--- src/acalu_map.vh ---
// Constants of the accumulator ALU core
// What this block does
// - Carry set on addition carry out, else cleared.
// - Destination bit 0 writes accumulator, 1 writes addressed register.
// - Register-file operand addresses span 0x00 to 0x7F, seven bits.
// - Io-control page decodes 0x5..0xF; special page decodes 0x0..0x15.
// - Power-down flag set at power-up and watchdog clear, cleared by halt.
// - Timeout flag set at power-up, watchdog clear or halt; cleared on timeout.
// - Add register with carry: reg+acc+carry, routed, flags Z DC C, one cycle.
// - Add register: acc+reg, routed, flags Z DC C, one cycle.
// - Add immediate with carry: acc+imm+carry into accumulator, flags, one cycle.
// - Add immediate: acc+imm into accumulator, flags Z DC C, one cycle.
// - AND register: acc&reg, routed, only zero flag, one cycle.
// - Bit clear: zero indexed bit of register, flags unchanged, one cycle.
`ifndef ACALU_MAP_VH
`define ACALU_MAP_VH
`define ACALU_OP_NOP        4'h0
`define ACALU_OP_ADD_REG_C  4'h1
`define ACALU_OP_ADD_REG    4'h2
`define ACALU_OP_ADD_IMM_C  4'h3
`define ACALU_OP_ADD_IMM    4'h4
`define ACALU_OP_AND_REG    4'h5
`define ACALU_OP_BIT_CLEAR  4'h6
`define ACALU_OP_WDT_CLEAR  4'h7
`define ACALU_OP_HALT       4'h8
`define ACALU_OP_IO_WRITE   4'h9
`define ACALU_OP_SF_WRITE   4'hA
`define ACALU_REG_ADDR_MAX  7'h7F
`define ACALU_IO_ADDR_MIN   4'h5
`define ACALU_IO_ADDR_MAX   4'hF
`define ACALU_SF_ADDR_MIN   5'h00
`define ACALU_SF_ADDR_MAX   5'h15
`define ACALU_ACC_RESET     8'h00
`define ACALU_FLAG_RESET    1'b0
`define ACALU_PWR_FLAG_RST  1'b1
`endif

--- src/acalu_adder.v ---
// Eight-bit adder with carry in, digit carry and carry out
`timescale 1ns/100ps
`default_nettype none
module acalu_adder (
  input  wire [7:0] i_a,
  input  wire [7:0] i_b,
  input  wire       i_cin,
  output wire [7:0] o_sum,
  output wire       o_dc,
  output wire       o_c
);
  wire [4:0] low_sum;
  wire [4:0] high_sum;
  // Low nibble gives digit carry, high nibble the carry
  assign low_sum  = {1'b0, i_a[3:0]} + {1'b0, i_b[3:0]} + {4'h0, i_cin};
  assign high_sum = {1'b0, i_a[7:4]} + {1'b0, i_b[7:4]} + {4'h0, low_sum[4]};
  assign o_sum = {high_sum[3:0], low_sum[3:0]};
  assign o_dc  = low_sum[4];
  assign o_c   = high_sum[4];
endmodule
`default_nettype wire

--- src/acalu_page_decode.v ---
// Operand page range decoder
`timescale 1ns/100ps
`default_nettype none
`include "acalu_map.vh"
module acalu_page_decode (
  input  wire [6:0] i_addr,
  output wire       o_reg_ok,
  output wire       o_io_ok,
  output wire       o_sf_ok
);
  // Range checks for each operand page
  assign o_reg_ok = (i_addr <= `ACALU_REG_ADDR_MAX);
  assign o_io_ok  = (i_addr[6:4] == 3'h0) && (i_addr[3:0] >= `ACALU_IO_ADDR_MIN)
                    && (i_addr[3:0] <= `ACALU_IO_ADDR_MAX);
  assign o_sf_ok  = (i_addr[6:5] == 2'h0) && (i_addr[4:0] <= `ACALU_SF_ADDR_MAX);
endmodule
`default_nettype wire

--- src/acalu_core.v ---
// Accumulator ALU core: add, add with carry, AND, bit clear and status flags
`timescale 1ns/100ps
`default_nettype none
`include "acalu_map.vh"
module acalu_core (
  input  wire       i_clock,
  input  wire       i_rst_n,
  input  wire       i_exec,
  input  wire [3:0] i_opcode,
  input  wire [6:0] i_addr,
  input  wire       i_dest,
  input  wire [2:0] i_bit_index,
  input  wire [7:0] i_imm,
  input  wire [7:0] i_reg_rdata,
  input  wire       i_wdt_timeout,
  output reg  [7:0] o_accumulator,
  output reg        o_zero_flag,
  output reg        o_digit_carry_flag,
  output reg        o_carry_flag,
  output reg        o_power_down_flag,
  output reg        o_timeout_flag,
  output reg        o_reg_we,
  output reg  [6:0] o_reg_waddr,
  output reg  [7:0] o_reg_wdata,
  output reg        o_io_we,
  output reg        o_sf_we,
  output reg        o_addr_error
);
  reg        wdt_sync_1;
  reg        wdt_sync_2;
  reg        wdt_seen;
  wire       wdt_edge;
  reg  [7:0] add_b;
  reg        add_cin;
  wire [7:0] sum;
  wire       sum_dc;
  wire       sum_c;
  wire       reg_ok;
  wire       io_ok;
  wire       sf_ok;
  reg  [7:0] next_result;
  reg        next_flags_arith;
  reg        next_flags_zero;
  reg        next_to_reg;
  reg        next_to_acc;
  reg  [7:0] bit_mask;
  wire       is_add;
  wire       exec_ok;
  wire       is_wdt_clear;
  wire       is_halt;
  wire       is_page_write;
  reg  [7:0] next_accumulator;
  reg        next_zero;
  reg        next_dc;
  reg        next_carry;
  reg        next_power_down;
  reg        next_timeout;
  reg        next_reg_we;
  reg        next_io_we;
  reg        next_sf_we;
  reg        next_addr_error;
  reg  [6:0] next_reg_waddr;
  reg  [7:0] next_reg_wdata;

  acalu_adder u_adder (
    .i_a   (o_accumulator),
    .i_b   (add_b),
    .i_cin (add_cin),
    .o_sum (sum),
    .o_dc  (sum_dc),
    .o_c   (sum_c)
  );

  acalu_page_decode u_decode (
    .i_addr   (i_addr),
    .o_reg_ok (reg_ok),
    .o_io_ok  (io_ok),
    .o_sf_ok  (sf_ok)
  );

  assign is_add = (i_opcode == `ACALU_OP_ADD_REG_C) || (i_opcode == `ACALU_OP_ADD_REG)
                  || (i_opcode == `ACALU_OP_ADD_IMM_C) || (i_opcode == `ACALU_OP_ADD_IMM);

  // Adder operand and carry in selection
  always @* begin
    add_b   = i_reg_rdata;
    add_cin = 1'b0;
    case (i_opcode)
      `ACALU_OP_ADD_REG_C: begin
        add_b   = i_reg_rdata;
        add_cin = o_carry_flag;
      end
      `ACALU_OP_ADD_REG: begin
        add_b   = i_reg_rdata;
        add_cin = 1'b0;
      end
      `ACALU_OP_ADD_IMM_C: begin
        add_b   = i_imm;
        add_cin = o_carry_flag;
      end
      `ACALU_OP_ADD_IMM: begin
        add_b   = i_imm;
        add_cin = 1'b0;
      end
      default: begin
        add_b   = i_reg_rdata;
        add_cin = 1'b0;
      end
    endcase
  end

  // Result, routing and flag update selection
  always @* begin
    bit_mask         = 8'h01 << i_bit_index;
    next_result      = 8'h00;
    next_flags_arith = 1'b0;
    next_flags_zero  = 1'b0;
    next_to_reg      = 1'b0;
    next_to_acc      = 1'b0;
    case (i_opcode)
      `ACALU_OP_ADD_REG_C, `ACALU_OP_ADD_REG: begin
        next_result      = sum;
        next_flags_arith = 1'b1;
        next_to_reg      = i_dest;
        next_to_acc      = ~i_dest;
      end
      `ACALU_OP_ADD_IMM_C, `ACALU_OP_ADD_IMM: begin
        next_result      = sum;
        next_flags_arith = 1'b1;
        next_to_acc      = 1'b1;
      end
      `ACALU_OP_AND_REG: begin
        next_result     = o_accumulator & i_reg_rdata;
        next_flags_zero = 1'b1;
        next_to_reg     = i_dest;
        next_to_acc     = ~i_dest;
      end
      `ACALU_OP_BIT_CLEAR: begin
        next_result = i_reg_rdata & ~bit_mask;
        next_to_reg = 1'b1;
      end
      default: begin
        next_result = 8'h00;
      end
    endcase
  end

  // Two-stage synchroniser for the timeout pin from the watchdog domain
  always @(posedge i_clock or negedge i_rst_n) begin
    if (!i_rst_n) begin
      wdt_sync_1 <= 1'b0;
      wdt_sync_2 <= 1'b0;
    end else begin
      wdt_sync_1 <= i_wdt_timeout;
      wdt_sync_2 <= wdt_sync_1;
    end
  end

  // Delayed copy for rising edge detect; resets to the pin's idle low
  always @(posedge i_clock or negedge i_rst_n) begin
    if (!i_rst_n) begin
      wdt_seen <= 1'b0;
    end else begin
      wdt_seen <= wdt_sync_2;
    end
  end
  assign wdt_edge = wdt_sync_2 & ~wdt_seen;

  // Decoded execute qualifiers
  assign exec_ok       = i_exec & reg_ok;
  assign is_wdt_clear  = i_exec & (i_opcode == `ACALU_OP_WDT_CLEAR);
  assign is_halt       = i_exec & (i_opcode == `ACALU_OP_HALT);
  assign is_page_write = (i_opcode == `ACALU_OP_IO_WRITE) || (i_opcode == `ACALU_OP_SF_WRITE);

  // Next accumulator, written only when the destination is the accumulator
  always @* begin
    next_accumulator = o_accumulator;
    if (exec_ok && next_to_acc) begin
      next_accumulator = next_result;
    end
  end

  // Next zero flag, written by additions and AND
  always @* begin
    next_zero = o_zero_flag;
    if (exec_ok && (next_flags_arith || next_flags_zero)) begin
      next_zero = (next_result == 8'h00);
    end
  end

  // Next digit carry and carry, written by additions only
  always @* begin
    next_dc    = o_digit_carry_flag;
    next_carry = o_carry_flag;
    if (exec_ok && is_add) begin
      next_dc    = sum_dc;
      next_carry = sum_c;
    end
  end

  // Accumulator register
  always @(posedge i_clock or negedge i_rst_n) begin
    if (!i_rst_n) begin
      o_accumulator <= `ACALU_ACC_RESET;
    end else begin
      o_accumulator <= next_accumulator;
    end
  end

  // Arithmetic flag registers
  always @(posedge i_clock or negedge i_rst_n) begin
    if (!i_rst_n) begin
      o_zero_flag        <= `ACALU_FLAG_RESET;
      o_digit_carry_flag <= `ACALU_FLAG_RESET;
      o_carry_flag       <= `ACALU_FLAG_RESET;
    end else begin
      o_zero_flag        <= next_zero;
      o_digit_carry_flag <= next_dc;
      o_carry_flag       <= next_carry;
    end
  end

  // Next power-down flag
  always @* begin
    next_power_down = o_power_down_flag;
    if (is_wdt_clear) begin
      next_power_down = 1'b1;
    end else if (is_halt) begin
      next_power_down = 1'b0;
    end
  end

  // Next timeout flag; the hardware timeout beats a same-cycle set
  always @* begin
    next_timeout = o_timeout_flag;
    if (wdt_edge) begin
      next_timeout = 1'b0;
    end else if (is_wdt_clear || is_halt) begin
      next_timeout = 1'b1;
    end
  end

  // Power-down flag register, set at power-up
  always @(posedge i_clock or negedge i_rst_n) begin
    if (!i_rst_n) begin
      o_power_down_flag <= `ACALU_PWR_FLAG_RST;
    end else begin
      o_power_down_flag <= next_power_down;
    end
  end

  // Timeout flag register, set at power-up
  always @(posedge i_clock or negedge i_rst_n) begin
    if (!i_rst_n) begin
      o_timeout_flag <= `ACALU_PWR_FLAG_RST;
    end else begin
      o_timeout_flag <= next_timeout;
    end
  end

  // Next write strobes, each a single-cycle pulse
  always @* begin
    next_reg_we     = exec_ok && next_to_reg;
    next_io_we      = i_exec && (i_opcode == `ACALU_OP_IO_WRITE) && io_ok;
    next_sf_we      = i_exec && (i_opcode == `ACALU_OP_SF_WRITE) && sf_ok;
    next_addr_error = i_exec && (((i_opcode == `ACALU_OP_IO_WRITE) && !io_ok)
                      || ((i_opcode == `ACALU_OP_SF_WRITE) && !sf_ok));
  end

  // Next write address and data, held until the next instruction
  always @* begin
    next_reg_waddr = o_reg_waddr;
    next_reg_wdata = o_reg_wdata;
    if (i_exec) begin
      next_reg_waddr = i_addr;
      if (is_page_write) begin
        next_reg_wdata = o_accumulator;
      end else begin
        next_reg_wdata = next_result;
      end
    end
  end

  // Write strobe registers, one cycle after the request
  always @(posedge i_clock or negedge i_rst_n) begin
    if (!i_rst_n) begin
      o_reg_we     <= 1'b0;
      o_io_we      <= 1'b0;
      o_sf_we      <= 1'b0;
      o_addr_error <= 1'b0;
    end else begin
      o_reg_we     <= next_reg_we;
      o_io_we      <= next_io_we;
      o_sf_we      <= next_sf_we;
      o_addr_error <= next_addr_error;
    end
  end

  // Write address and data registers
  always @(posedge i_clock or negedge i_rst_n) begin
    if (!i_rst_n) begin
      o_reg_waddr <= 7'h00;
      o_reg_wdata <= 8'h00;
    end else begin
      o_reg_waddr <= next_reg_waddr;
      o_reg_wdata <= next_reg_wdata;
    end
  end
endmodule
`default_nettype wire

--- config.mk ---
export PLATFORM = sky130hd
export DESIGN_NAME = acalu_core
export DESIGN_NICKNAME = d
export VERILOG_FILES = /design/src/acalu_adder.v /design/src/acalu_page_decode.v /design/src/acalu_core.v
export VERILOG_INCLUDE_DIRS = /design/src
export SDC_FILE = /design/constraint.sdc
export NUM_CORES = 1
export LEC_CHECK = 0
export BUFFER_PORTS_ARGS = -buffer_cell sky130_fd_sc_hd__buf_4
export CORE_MARGIN = 2
export CORE_UTILIZATION = 30
export CTS_CLUSTER_SIZE = 20
export DETAILED_ROUTE_END_ITERATION = 10
export RECOVER_POWER = 100
export SYNTH_ARGS = -nofsm -noshare
export SYNTH_HDL_FRONTEND = slang
export SYNTH_SLANG_ARGS = --single-unit
--- constraint.sdc ---
create_clock -name i_clock -period 5.3 [get_ports i_clock]
set_input_delay 0.265 -clock i_clock [delete_from_list [all_inputs] [get_ports i_clock]]
set_output_delay 0.265 -clock i_clock [all_outputs]
set_load 0.02 [all_outputs]
==> results.py <==
metrics = {
    "outcome": {
        "status": "finished with violations",
        "violations": "max-capacitance violations, max-slew violations",
    },
    "critical_path": {
        "critPathKind": "in2reg",
        "worst-endpoint-arrival_ns": 4.71,
        "path_cells": "buf_4, clkinv_1, or3_1, a21oi_1, mux2_1, fa_1, fa_1, a21o_1, a21o_1, fa_1, fa_1, a32o_1, or4_4, o41ai_1",
        "worst_ep_required_time_ns": 5.47,
        "cp_common_cell": "fa_1",
        "cp_max_fo": 11,
        "rrSetupSlack_ns": 1.49,
        "crit_path_top_delay_cell": "or4_4",
        "cp-start-kind": "primary input",
        "end_kind": "register",
        "cp_slowest_stage_delay_ns": 0.53,
    },
    "finish": {
        "final.fill_count": 719,
        "drive_above_1_share": 0.291,
        "fin_util": 0.397,
        "syn_to_final_growth_pct": 26.8,
        "nNetsFinal": 312,
        "diodes": 0,
        "postLayoutCellArea_um2": 2710,
    },
    "routing": {
        "drtPass1Iterations": 4,
        "routedWlPerCell_um": 15.2,
        "ant_nets": 0,
        "finalWirelength_mm": 5.55,
        "drcViolationCount": 0,
        "drt_first_iter_violations": 68,
        "via_count": 1813,
        "vias_per_cell": 4.98,
    },
    "placement": {
        "io_buffers": 66,
        "dpl-instance-area_um2": 2720,
        "hpwl_mm": 4.36,
        "place_ws_ns": 0.570,
        "gp_congestion": 0.870,
    },
    "clock_network": {
        "post_cts_buffers": 0,
        "cts_resized": 0,
        "clock_sinks": 35,
        "cts-root-buf": "clkbuf_8",
        "ctsHtreeMaxLevel": 2,
        "cts_tree": "done",
        "insertion_delay_ns": 0.29,
        "clockBufferDepth": 2,
        "path_clk_slew_ns": 0.08,
        "cts_buffers": 5,
    },
    "logic_synthesis": {
        "netlist_top_cells_area": "dfrtp_1 (39%), mux2_2 (15%), a21oi_1 (4.0%)",
        "syn_nets": 246,
        "ys_warn_count": 0,
        "netlist.area_leader.share": 0.386,
        "yosysSeqAreaShare": 0.411,
        "syn_area_um2": 2140,
        "ys_types": 49,
        "synth_flop_cell": "dfrtp_1",
        "avgSynthCellArea_um2": 10.6,
        "synth-seq-cells": 35,
        "synth_top_area_cell": "dfrtp_1",
        "ys_async_sr_fraction": 1.00,
        "synth_edf_count": 0,
        "synthCells": 201,
    },
    "power_and_ir_drop": {
        "p_int_uw": 595,
        "power_switching_uw": 319,
        "p_comb_frac": 0.340,
        "ir_worst_vdd_uv": 161,
        "clkPwrFrac": 0.273,
        "p_per_area_nw_per_um2": 337,
        "switching_share": 0.349,
        "p_seq_frac": 0.387,
        "p_leak_nw": 1.17,
    },
    "global_routing": {
        "grt_max_degree": 36,
        "grt_pass1_wl_mm": 8.86,
        "gr-total-overflow": 0,
        "grt_pass1_vias": 1769,
        "antenna_found_initial": 0,
        "grt.total_usage": 0.148,
    },
    "timing": {
        "clock_skew_ns": 0.00689,
        "min_period_ns": 4.53,
        "setup_ws_ns": 0.767,
        "fin_setup_tns_ns": 0,
        "drv_slew": 36,
        "setup_viol": 0,
        "slew_headroom": -0.230,
        "rsz0062_at_grt": "false",
        "layout_worst_path_cycle_share": 0.855,
        "finalHoldViolations": 0,
        "worstMarginPinSlew_ns": 1.84,
        "max_freq_mhz": 221,
    },
    "min_path": {
        "hp-class": "in2reg",
    },
    "die": {
        "rows": 30,
        "die_h_um": 88.4,
        "die_width_um": 88.4,
        "start_util": 0.313,
        "boundaryPins": 67,
        "core_area_um2": 6830,
        "die_area_um2": 7810,
    },
    "run": {
        "cap_violations": 1,
    },
}
[per-stage QoR]
step / cells / hold WS (ns) / power [mW]
floorplan: 201 / -0.0306 / 0.567
global placement: 355 / 0.243 / 0.709
detailed placement: 355 / 0.250 / 0.712
CTS: 364 / 0.0751 / 0.967
global route: 364 / 0.100 / 0.973
finish: 364 / 0.110 / 0.914
[path summary, 6_finish.rpt]
| kind | startpoint | to | cells past startpoint |
|---|---|---|---|
| min in group asynchronous | i_rst_n | o_reg_waddr[1]$_DFFE_PN0P_ | 2 |
| worst min-delay path | i_wdt_timeout | wdt_sync_1$_DFF_PN0_ | 1 |
| worst max register to register | o_carry_flag$_DFFE_PN0P_ | o_zero_flag$_DFFE_PN0P_ | 10 |
| worst max-delay path | i_opcode[0] | o_zero_flag$_DFFE_PN0P_ | 14 |
| max in group asynchronous | i_rst_n | o_accumulator[6]$_DFFE_PN0P_ | 2 |
| worst min register to register | wdt_sync_1$_DFF_PN0_ | wdt_sync_2$_DFF_PN0_ | 0 |
[layer usage]
| layer | vias to the layer above | routed length [um] | global-route usage |
|---|---|---|---|
| met1 | 868 | 2610 | 0.211 |
| met5 | - | 0 | 0 |
| met2 | 54 | 2550 | 0.228 |
| met3 | 6 | 308 | 0.0261 |
| met4 | 0 | 75 | 0.0496 |
| li1 | 885 | - | - |
[layout by cell type (no fill, tap or decap), types with 4 or more instances in the layout]
master / count
nor2_1: 10
fa_1: 4
clkbuf_8: 6
dfrtp_1: 33
ha_1: 6
o21ai_0: 8
mux2_2: 27
nand3b_1: 4
clkbuf_1: 33
a21oi_1: 18
nand2_1: 13
a32o_1: 4
nand3_1: 7
buf_4: 34
a21o_1: 4
[worst max-delay path, delay by kind of cell]
| family | cells | cell delay, ns |
|---|---|---|
| AND/OR/NAND/NOR | 2 | 0.92 |
| multiplexers | 1 | 0.37 |
| AO/OA/AOI/OAI | 5 | 1.11 |
| buffers and inverters | 2 | 0.35 |
| adder cells (fa/ha/maj) | 4 | 1.69 |
[cell type report]
class / instances / area, um^2 / area share
inverter: 3 / 11.3 / 0.00416
timing repair buffer: 69 / 397 / 0.146
multi-input combinational: 153 / 1180 / 0.437
clock buffer: 6 / 82.6 / 0.0305
sequential: 35 / 878 / 0.324
tap: 96 / 120 / 0.0443
clock inverter: 2 / 35.0 / 0.0129
[power groups by stage]
| stage | logic, mW | clock network [mW] | registers (mW) |
|---|---|---|---|
| 2_1_floorplan | 0.168 | 0 | 0.399 |
| 3_3_place_gp | 0.350 | 0 | 0.359 |
| 3_5_place_dp | 0.352 | 0 | 0.360 |
| 4_1_cts | 0.353 | 0.259 | 0.355 |
| 5_1_grt | 0.345 | 0.268 | 0.360 |
| 6_report | 0.311 | 0.249 | 0.354 |
[what timing repair did]
item                       CTS  global route
setup endpoints to repair    0             0
hold endpoints to repair    33             0
hold buffers                 1             0
[synth_stat cells (3+ instances only)]
cell and n:
a21oi_1 17, a21o_1 4, nor3_1 3, o21ai_0 8
clkbuf_1 6, nand2_1 13, a211oi_1 3, nor3b_1 3
a32o_1 3, fa_1 4, xor2_1 3, nand3_1 7
mux2_2 28, nand3b_1 4, nor2b_1 3, ha_1 6
dfrtp_1 33, nor2_1 10, or3b_2 3
[flip-flops by register name (all words and copies together) (netlist names)]
| register | flops |
|---|---|
| o_reg_wdata | 8 |
| o_reg_we | 1 |
| o_digit_carry_flag | 1 |
| o_accumulator | 8 |
| o_io_we | 1 |
| o_carry_flag | 1 |
| wdt_sync_1 | 1 |
| o_timeout_flag | 1 |
| o_zero_flag | 1 |
| wdt_sync_2 | 1 |
| o_reg_waddr | 7 |
| wdt_seen | 1 |
| o_addr_error | 1 |
| o_power_down_flag | 1 |
| o_sf_we | 1 |
[cell families (layout without fill, tap and decap cells)]
kind of cell               count (synthesis)  in the layout  share of synthesized area
AOI/OAI and AO/OA                         52             52                      0.167
xor gates and xnor gates                   3              3                     0.0123
adders and majority gates                 10             10                     0.0726
buffers and inverters                     13             80                     0.0287
DFF                                       35             35                      0.411
muxes                                     30             30                      0.157
and+or+nand+nor                           58             58                      0.151
(Power assumes the default switching activity.)
